**src/rtl/bresp_fifo_pkg.sv**
```systemverilog
// Shared constants, types and field layouts of the write response FIFO.
// Assumes a single 40 MHz clock domain and synchronous active-high reset.
package bresp_fifo_pkg;

    // ****************************************************************
    // Word layout
    // ****************************************************************
    localparam int ID_W    = 4;
    localparam int RESP_W  = 2;
    localparam int USER_W  = 1;
    localparam int WORD_W  = ID_W + RESP_W + USER_W;
    localparam int USER_LSB = 0;
    localparam int RESP_LSB = USER_W;
    localparam int ID_LSB   = USER_W + RESP_W;

    // ****************************************************************
    // Storage geometry
    // ****************************************************************
    localparam int DEPTH    = 16;
    localparam int PTR_W    = $clog2(DEPTH);
    localparam int THRESH_W = PTR_W;
    localparam int CNT_W    = PTR_W + 1;
    localparam int PAR_W    = 4;
    localparam int CODE_W   = WORD_W + PAR_W + 1;
    // Data bits that injection flips
    localparam int INJ_BIT_A = 3;
    localparam int INJ_BIT_B = 5;

    // ****************************************************************
    // Register bus map
    // ****************************************************************
    localparam int ADDR_W = 8;
    localparam int DATA_W = 32;
    localparam logic [ADDR_W-1:0] CTRL_OFFSET   = 8'h00;
    localparam logic [ADDR_W-1:0] STATUS_OFFSET = 8'h04;
    localparam int CTRL_ECC_EN_POS  = 0;
    localparam logic CTRL_ECC_EN_RESET = 1'b1;
    localparam int STAT_COUNT_LSB   = 0;
    localparam int STAT_FULL_POS    = 5;
    localparam int STAT_EMPTY_POS   = 6;
    localparam int STAT_PFULL_POS   = 7;
    localparam int STAT_PEMPTY_POS  = 8;
    localparam int STAT_FTH_LSB     = 16;
    localparam int STAT_ETH_LSB     = 20;

    typedef logic [WORD_W-1:0] word_t;
    typedef logic [CODE_W-1:0] code_t;
    typedef logic [PTR_W-1:0]  ptr_t;
    typedef logic [CNT_W-1:0]  cnt_t;
    typedef logic [THRESH_W-1:0] thresh_t;

    typedef struct packed {
        ptr_t               wr_ptr;
        ptr_t               rd_ptr;
        cnt_t               mem_cnt;
        logic               out_valid;
        word_t              out_word;
        logic               bready;
        logic               prog_full;
        logic               prog_empty;
        logic               overflow;
        logic               sbit;
        logic               dbit;
        cnt_t               count;
        thresh_t            full_th;
        thresh_t            empty_th;
        logic               ecc_en;
        logic               pready;
        logic [DATA_W-1:0]  prdata;
        logic               pslverr;
    } state_t;

endpackage

```
**src/rtl/store_if.sv**
```systemverilog
// Port bundle between the FIFO control and its ECC-protected storage.
// Assumes both ends share the same clock.
`timescale 1ns/1ps
interface store_if;
    import bresp_fifo_pkg::*;
    logic   wr_en;
    ptr_t   wr_addr;
    word_t  wr_data;
    logic   inj_single;
    logic   inj_double;
    logic   ecc_en;
    ptr_t   rd_addr;
    word_t  rd_data;
    logic   rd_single;
    logic   rd_double;

    modport ctrl (output wr_en, wr_addr, wr_data, inj_single, inj_double, ecc_en, rd_addr,
                  input rd_data, rd_single, rd_double);
    modport mem  (input wr_en, wr_addr, wr_data, inj_single, inj_double, ecc_en, rd_addr,
                  output rd_data, rd_single, rd_double);
endinterface

```
**src/rtl/bresp_fifo.sv**
```systemverilog
// Write response channel FIFO: master-side B port in, slave-side B port out,
// programmable flags, ECC with injection and an APB control/status slave.
// Assumes both AXI partners and the APB master run on I_MCLK.
//
// Chosen here: the register offsets and the APB register port.
`timescale 1ns/1ps
module bresp_fifo
    import bresp_fifo_pkg::*;
(
    // Clock and reset
    input  wire logic                                I_MCLK,
    input  wire logic                                I_SRST,
    // Master-side write response port
    input  wire logic [bresp_fifo_pkg::ID_W-1:0]     I_M_BID,
    input  wire logic [bresp_fifo_pkg::RESP_W-1:0]   I_M_BRESP,
    input  wire logic [bresp_fifo_pkg::USER_W-1:0]   I_M_BUSER,
    input  wire logic                                I_M_BVALID,
    output logic                                     O_M_BREADY,
    // Slave-side write response port
    output logic [bresp_fifo_pkg::ID_W-1:0]          O_S_BID,
    output logic [bresp_fifo_pkg::RESP_W-1:0]        O_S_BRESP,
    output logic [bresp_fifo_pkg::USER_W-1:0]        O_S_BUSER,
    output logic                                     O_S_BVALID,
    input  wire logic                                I_S_BREADY,
    // Sideband
    input  wire logic [bresp_fifo_pkg::THRESH_W-1:0] I_PROG_FULL_THRESH,
    input  wire logic [bresp_fifo_pkg::THRESH_W-1:0] I_PROG_EMPTY_THRESH,
    input  wire logic                                I_INJECT_SBIT,
    input  wire logic                                I_INJECT_DBIT,
    output logic                                     O_SBIT_ERR,
    output logic                                     O_DBIT_ERR,
    output logic                                     O_OVERFLOW,
    output logic                                     O_PROG_FULL,
    output logic                                     O_PROG_EMPTY,
    output logic [bresp_fifo_pkg::CNT_W-1:0]         O_DATA_COUNT,
    // APB slave
    input  wire logic                                I_PSEL,
    input  wire logic                                I_PENABLE,
    input  wire logic                                I_PWRITE,
    input  wire logic [bresp_fifo_pkg::ADDR_W-1:0]   I_PADDR,
    input  wire logic [bresp_fifo_pkg::DATA_W-1:0]   I_PWDATA,
    output logic [bresp_fifo_pkg::DATA_W-1:0]        O_PRDATA,
    output logic                                     O_PREADY,
    output logic                                     O_PSLVERR
);
    import bresp_fifo_pkg::*;

    state_t  s;
    state_t  next_s;
    store_if st ();

    logic    push;
    logic    pop_mem;
    logic    mem_full;
    cnt_t    total;

    // ****************************************************************
    // Storage
    // ****************************************************************
    ecc_store u_store
    (
        .i_clk (I_MCLK),
        .st    (st)
    );

    assign st.wr_en      = push;
    assign st.wr_addr    = s.wr_ptr;
    assign st.wr_data    = {I_M_BID, I_M_BRESP, I_M_BUSER};
    assign st.inj_single = I_INJECT_SBIT;
    assign st.inj_double = I_INJECT_DBIT;
    assign st.ecc_en     = s.ecc_en;
    assign st.rd_addr    = s.rd_ptr;

    // ****************************************************************
    // Next state
    // ****************************************************************
    always_comb
    begin
        next_s   = s;
        mem_full = (s.mem_cnt == CNT_W'(DEPTH));
        // Downstream BVALID is only meaningful so no extra checks
        push     = I_M_BVALID && s.bready;
        pop_mem  = (!s.out_valid || I_S_BREADY) && (s.mem_cnt != '0);
        total    = '0;

        // Output stage: front word held until the upstream handshake
        if (s.out_valid && I_S_BREADY)
            next_s.out_valid = 1'b0;
        next_s.sbit = 1'b0;
        next_s.dbit = 1'b0;
        if (pop_mem)
        begin
            next_s.out_valid = 1'b1;
            next_s.out_word  = st.rd_data;
            next_s.rd_ptr    = s.rd_ptr + 1'b1;
            next_s.sbit      = st.rd_single;
            next_s.dbit      = st.rd_double;
        end
        if (push)
            next_s.wr_ptr = s.wr_ptr + 1'b1;
        next_s.mem_cnt = s.mem_cnt + CNT_W'(push) - CNT_W'(pop_mem);

        // Registered ready keeps a write out of a full store
        next_s.bready   = (next_s.mem_cnt != CNT_W'(DEPTH));
        next_s.overflow = I_M_BVALID && !s.bready && mem_full;

        total          = next_s.mem_cnt + CNT_W'(next_s.out_valid);
        next_s.count   = total;
        next_s.prog_full  = (total >= CNT_W'(s.full_th));
        next_s.prog_empty = (total <= CNT_W'(s.empty_th));

        // APB: answer is prepared in setup, pready rises in access
        next_s.pready  = I_PSEL && !I_PENABLE;
        next_s.pslverr = 1'b0;
        if (I_PSEL && !I_PENABLE)
        begin
            next_s.prdata = '0;
            if (I_PADDR == CTRL_OFFSET)
                next_s.prdata[CTRL_ECC_EN_POS] = s.ecc_en;
            else if (I_PADDR == STATUS_OFFSET)
            begin
                next_s.prdata[STAT_COUNT_LSB +: CNT_W]    = s.count;
                next_s.prdata[STAT_FULL_POS]              = mem_full;
                next_s.prdata[STAT_EMPTY_POS]             = (s.count == '0);
                next_s.prdata[STAT_PFULL_POS]             = s.prog_full;
                next_s.prdata[STAT_PEMPTY_POS]            = s.prog_empty;
                next_s.prdata[STAT_FTH_LSB +: THRESH_W]   = s.full_th;
                next_s.prdata[STAT_ETH_LSB +: THRESH_W]   = s.empty_th;
            end
            else
                next_s.pslverr = 1'b1;
        end
        else if (I_PSEL && I_PENABLE)
            next_s.pslverr = s.pslverr;
        if (I_PSEL && I_PENABLE && s.pready && I_PWRITE && (I_PADDR == CTRL_OFFSET))
            next_s.ecc_en = I_PWDATA[CTRL_ECC_EN_POS];

        if (I_SRST)
        begin
            next_s            = '0;
            next_s.bready     = 1'b1;
            next_s.prog_empty = 1'b1;
            next_s.ecc_en     = CTRL_ECC_EN_RESET;
            // Thresholds are sampled only while reset is held
            next_s.full_th    = I_PROG_FULL_THRESH;
            next_s.empty_th   = I_PROG_EMPTY_THRESH;
        end
    end

    // ****************************************************************
    // State register
    // ****************************************************************
    always_ff @(posedge I_MCLK)
    begin
        s <= next_s;
    end

    // ****************************************************************
    // Outputs
    // ****************************************************************
    assign O_M_BREADY   = s.bready;
    assign O_S_BID      = s.out_word[ID_LSB +: ID_W];
    assign O_S_BRESP    = s.out_word[RESP_LSB +: RESP_W];
    assign O_S_BUSER    = s.out_word[USER_LSB +: USER_W];
    assign O_S_BVALID   = s.out_valid;
    assign O_SBIT_ERR   = s.sbit;
    assign O_DBIT_ERR   = s.dbit;
    assign O_OVERFLOW   = s.overflow;
    assign O_PROG_FULL  = s.prog_full;
    assign O_PROG_EMPTY = s.prog_empty;
    assign O_DATA_COUNT = s.count;
    assign O_PRDATA     = s.prdata;
    assign O_PREADY     = s.pready;
    assign O_PSLVERR    = s.pslverr;
endmodule

```
**src/rtl/ecc_store.sv**
```systemverilog
// SECDED-protected response storage with error injection on write.
// Assumes the controller never writes and reads one entry in one cycle.
`timescale 1ns/1ps
module ecc_store
    import bresp_fifo_pkg::*;
(
    // Clock
    input  wire logic  i_clk,
    // Storage port
    store_if.mem       st
);
    code_t mem [DEPTH];

    // ****************************************************************
    // Hamming code, parity at powers of two, overall parity in bit 0
    // ****************************************************************
    function automatic code_t ecc_encode(word_t d);
        code_t c;
        int    k;
        c = '0;
        k = 0;
        for (int p = 1; p < CODE_W; p++)
        begin
            if ((p & (p - 1)) != 0)
            begin
                c[p] = d[k];
                k++;
            end
        end
        for (int i = 0; i < PAR_W; i++)
        begin
            for (int p = 1; p < CODE_W; p++)
            begin
                if ((p & (1 << i)) != 0)
                    c[1 << i] = c[1 << i] ^ c[p];
            end
        end
        c[0] = ^c;
        return c;
    endfunction

    function automatic word_t ecc_extract(code_t c);
        word_t d;
        int    k;
        d = '0;
        k = 0;
        for (int p = 1; p < CODE_W; p++)
        begin
            if ((p & (p - 1)) != 0)
            begin
                d[k] = c[p];
                k++;
            end
        end
        return d;
    endfunction

    // ****************************************************************
    // Write with injection
    // ****************************************************************
    code_t wr_code;
    always_comb
    begin
        wr_code = ecc_encode(st.wr_data);
        if (st.ecc_en && st.inj_double)
        begin
            wr_code[INJ_BIT_A] = ~wr_code[INJ_BIT_A];
            wr_code[INJ_BIT_B] = ~wr_code[INJ_BIT_B];
        end
        else if (st.ecc_en && st.inj_single)
            wr_code[INJ_BIT_A] = ~wr_code[INJ_BIT_A];
    end

    always_ff @(posedge i_clk)
    begin
        if (st.wr_en)
            mem[st.wr_addr] <= wr_code;
    end

    // ****************************************************************
    // Read and decode
    // ****************************************************************
    code_t            rd_code;
    logic [PAR_W-1:0] syndrome;
    logic             odd;
    always_comb
    begin
        rd_code  = mem[st.rd_addr];
        syndrome = '0;
        for (int p = 1; p < CODE_W; p++)
        begin
            if (rd_code[p])
                syndrome = syndrome ^ PAR_W'(p);
        end
        odd = ^rd_code;
        st.rd_single = 1'b0;
        st.rd_double = 1'b0;
        if (st.ecc_en)
        begin
            // Syndrome past the last code bit means more than one flip
            if (odd && (int'(syndrome) < CODE_W))
            begin
                rd_code[syndrome] = ~rd_code[syndrome];
                st.rd_single = 1'b1;
            end
            else if (syndrome != '0 || odd)
                st.rd_double = 1'b1;
        end
        st.rd_data = ecc_extract(rd_code);
    end
endmodule

```
**config.mk**
```make
export PLATFORM = sky130hd
export DESIGN_NAME = bresp_fifo
export DESIGN_NICKNAME = d
export VERILOG_FILES = /design/src/rtl/bresp_fifo_pkg.sv /design/src/rtl/store_if.sv /design/src/rtl/bresp_fifo.sv /design/src/rtl/ecc_store.sv
export SDC_FILE = /design/constraint.sdc
export NUM_CORES = 1
export LEC_CHECK = 0
export ABC_CLOCK_PERIOD_IN_PS = 6800
export BUFFER_PORTS_ARGS = -buffer_cell sky130_fd_sc_hd__clkbuf_2
export CAP_MARGIN = 20
export CORE_ASPECT_RATIO = 1.75
export CORE_MARGIN = 2
export CORE_UTILIZATION = 40
export DETAILED_ROUTE_END_ITERATION = 16
export PLACE_DENSITY = 0.6
export SLEW_MARGIN = 20
export SYNTH_ARGS = -nofsm -noshare
export SYNTH_HDL_FRONTEND = slang
export SYNTH_SLANG_ARGS = --single-unit
export TNS_END_PERCENT = 30
```
**constraint.sdc**
```tcl
create_clock -name I_MCLK -period 6.8 [get_ports I_MCLK]
set_clock_uncertainty 0.15 [all_clocks]
set_input_delay 1.02 -clock I_MCLK [delete_from_list [all_inputs] [get_ports I_MCLK]]
set_output_delay 1.02 -clock I_MCLK [all_outputs]
set_load 0.02 [all_outputs]
```
==> flow_results.org <==
** Finish
- The repair_antennas step left the layout with diodes totalling 0.
- Net count reported at finish :: 883
- Most common cell after layout, fill and taps aside :: sky130_fd_sc_hd__edfxtp_1
- Most used cells in the layout excluding fill and tap cells :: sky130_fd_sc_hd__edfxtp_1, sky130_fd_sc_hd__clkbuf_2, sky130_fd_sc_hd__nor2_1
- Relative area change from synthesis to final layout :: 12.1%
- In the final layout, the share of cells above drive strength 1 is 0.240.
- The finished layout holds 1190 standard cells, fillers aside.

** STA
- Of the available clock period, the critical path in the final layout requires 0.618.
- The number of failing hold endpoints at the final stage is 0.
- Setup slack on the critical path of the routed design comes to 2.60 ns.
- Slew of the pin with the lowest slew margin :: 1.02 ns
- In this run the tightest slew margin relative to its limit is 0.321.
- Total negative slack for setup checks :: 0 ns
- Final setup violating endpoints :: 0
- Min Clock Period, post-route :: 4.20 ns
- The count of final max-slew check failures was 0.
- RSZ-0062 raised after global routing :: false
- Upper clock frequency limit :: 238 MHz

** Global routing
- After global routing the overflow that remains totals 0.
- The via count of the first global-routing pass is 6383.
- For this run, the total global-route usage over all layers was measured as 0.166.
- First-pass GRT wire length :: 37.3 mm
- Antenna violations before repair :: 1
- Largest net degree at the start of global routing :: 51

** Synth
- By area, the combinational part of the netlist is dominated by multiplexers.
- Of the total synthesized cell area, the portion taken by AND, OR, NAND and NOR gates is 0.0746.
- Counting flops with an async set or reset pin after synthesis yields a share of 0.
- Each instance of the synthesized netlist takes up on average 15.3 um2.
- Library cell occupying the most area in the post-synthesis netlist :: sky130_fd_sc_hd__edfxtp_1
- Among all flip-flop cells after synthesis, the most frequent one is sky130_fd_sc_hd__edfxtp_1.
- Ys Warns :: 0
- Top post-synthesis cells by area :: sky130_fd_sc_hd__edfxtp_1, sky130_fd_sc_hd__dfxtp_1, sky130_fd_sc_hd__mux4_2
- Compound-gate portion of the synthesized area :: 0.0545
- Of the total synthesized cell area, the portion taken by full adders, half adders and majority gates is 0.0256.
- Post-synthesis cell count :: 741
- The share of the Yosys chip area taken by registers is 0.629.
- Synthesized area :: 0.0113 mm2
- Xor/xnor share of the synthesized area :: 0.0500
- The portion of synthesized area spent on multiplexers is 0.108.
- Distinct cell type count after synthesis :: 69
- In this run, synthesis inferred 200 flip-flops with an integrated enable.
- Synthesis inferred 256 register bits.
- Of the post-synthesis cell area, the dominant cell type holds 0.530.

** Clock network
- Buffers inserted to repair hold after CTS numbered 0.
- In this run the number of H-tree levels came out at 1.
- Post-CTS setup buffer count :: 0
- Clock tree synthesis inserted a total of 25 buffers.
- The longest clock path from root to sink contains 3 buffers.
- Clock tree synthesis selected as its root buffer the cell sky130_fd_sc_hd__clkbuf_16.
- Insertion delay of the later-clocked pin in the worst-skew pair :: 0.54 ns
- CTS tree :: done
- Clock-pin slew was measured on the worst setup and hold paths at 0.07 ns.
- CTS saw 256 sinks.
- Number of resized instances in the post-cts repair step :: 0

** Worst setup path
- CP Capture Type :: flip-flop
- WP buf/inv :: 1
- The critical path is of the flip-flop to flip-flop type.
- Ordered cell list for the critical path :: buf_4 > mux4_2 > a22oi_2 > nand3_2 > xor2_2 > xnor2_1 > mux2_2 > o32ai_1 > a32oi_1 > and4bb_1 > a21oi_1
- On the critical path the largest part of the delay comes from multiplexers.
- On the worst path, the slowest cell contributes a delay of 0.68 ns.
- Startpoint kind of the worst setup timing path :: flip-flop
- Data arrival at the endpoint of the critical path :: 4.52 ns
- Data required time at the worst endpoint :: 7.11 ns
- Crit Path Max Fanout :: 34
- On the critical path, the stage with the largest delay is an instance of sky130_fd_sc_hd__dfxtp_2.

** Placed design
- Before CTS, the worst setup slack after placement is 2.33 ns.
- Routability-driven placement finished with a final weighted congestion of 0.826.
- The wire-length estimate of the detail-placed layout is 16.0 mm.
- Input and output buffers added on the ports amount to 70.
- In this run, placement finished with an instance count of 1143.

** Die
- The floorplan step defined a die boundary enclosing 0.0297 mm2.
- The initialized floorplan defines 81 standard-cell rows.
- The die is 227 um tall.
- Number of placed I/O pins :: 117
- In this run the standard cell core region covers 0.0279 mm2.
- Die width :: 131 um
- For this configuration, the core starts out at a cell density of 0.406.

** Routing
- Average routed wire per standard cell :: 20.1 um
- Vias :: 6118
- DRC violations left :: 0
- The final layout contains routed wiring with a total length of 23.9 mm.
- Violation count after the first detailed-route iteration :: 323
- Via-per-instance ratio :: 5.14
- Post-route ant nets :: 0
- Number of iterations in the first detailed-routing pass :: 4

** Power
- Across the VDD grid, the largest voltage drop is 0.253 mV.
- Dividing total power by cell area gives a power density of 496 mW/mm2.
- In this run the static leakage power is 4.50 nW.

** Run
- Reported max-cap violation count :: 0

** Hold path
- Worst hold path type :: flip-flop to flip-flop

** Run status
- The run finished with clean final reports.
-- layer usage --
layer,routed length [um],global-route usage,share of wire
met1,8980,0.186,0.38
met2,13000,0.316,0.54
met3,1230,0.0228,0.051
met4,691,0.0645,0.029
met5,0,0,0
-- worst paths after layout --
| kind | cells after the start | start | to | slack, ns |
|---|---|---|---|---|
| min | 2 | O_PRDATA[5] | O_PRDATA[5] | 0.31 |
| max | 11 | flip-flop | O_S_BID[2] | 2.60 |
| min reg2reg | 2 | O_PRDATA[5] | O_PRDATA[5] | 0.31 |
| max reg2reg | 11 | flip-flop | O_S_BID[2] | 2.60 |
-- kinds of logic (layout without fill, tap and decap cells) --
kind of cell    Yosys count  count (layout)
simple gates            174             174
fa+ha+maj                23              23
flops                   256             256
xor+xnor                 54              54
compound gates           80              80
buf+inv                  92             154
other cells               1              15
mux                      61              61
-- layout make-up --
type	instances	area (um2)
clock buffer	26	629
clock inverter	20	215
fill	2428	15200
inverter	20	75.1
multi-input combinational	407	3700
sequential	256	7130
tap	373	467
timing repair buffer	88	485
-- synth_stat cells (17+ instances only) --
cell	n
sky130_fd_sc_hd__edfxtp_1	200
sky130_fd_sc_hd__nor2_1	65
sky130_fd_sc_hd__dfxtp_1	56
sky130_fd_sc_hd__buf_4	47
sky130_fd_sc_hd__nand2_1	40
sky130_fd_sc_hd__xnor2_1	28
sky130_fd_sc_hd__mux4_2	24
sky130_fd_sc_hd__a22oi_1	22
sky130_fd_sc_hd__ha_1	20
sky130_fd_sc_hd__inv_1	19
sky130_fd_sc_hd__mux4_1	19
sky130_fd_sc_hd__xor2_1	18
sky130_fd_sc_hd__a21oi_1	17
-- state kept, by name, indices dropped and copies added, names as in the netlist, named ones only --
signal and count:
O_DATA_COUNT 5, O_DBIT_ERR 1, O_M_BREADY 1, O_OVERFLOW 1, O_PRDATA 17, O_PREADY 1, O_PROG_EMPTY 1, O_PROG_FULL 1
O_PSLVERR 1, O_SBIT_ERR 1, O_S_BID 4, O_S_BRESP 2, O_S_BUSER 1, O_S_BVALID 1, s 13, st.ecc_en 1
st.rd_addr 4, st.wr_addr 4, u_store.mem 192
-- report_power, final --
part | total [mW] | switching [mW] | internal (mW)
logic | 2.94 | 1.76 | 1.17
clock network | 1.43 | 0.595 | 0.831
registers | 1.94 | 0.0980 | 1.84
total | 6.30 | 2.46 | 3.85
-- through the flow --
| stage | total power, mW | hold WS (ns) | area [um2] | util |
|---|---|---|---|---|
| 3_3_place_gp | 4.89 | 0.297 | 11800 | 0.423 |
| 6_report | 6.30 | 0.312 | 12700 | 0.456 |
| 5_1_grt | 6.70 | 0.346 | 12700 | 0.456 |
| 4_1_cts | 6.36 | 0.317 | 12700 | 0.454 |
| 3_5_place_dp | 4.91 | 0.301 | 11800 | 0.424 |
| 2_1_floorplan | 4.32 | 0.287 | 11400 | - |
-- worst register-to-register path, delay by kind of cell, from the launching register on --
family                    cells  cell delay (ns)
muxes                         2             1.00
buffers and inverters         1             0.61
AOI/OAI and AO/OA             4             0.58
and+or+nand+nor               2             0.49
DFF                           1             0.68
xor gates and xnor gates      2             0.63
(Power assumes the default switching activity.)
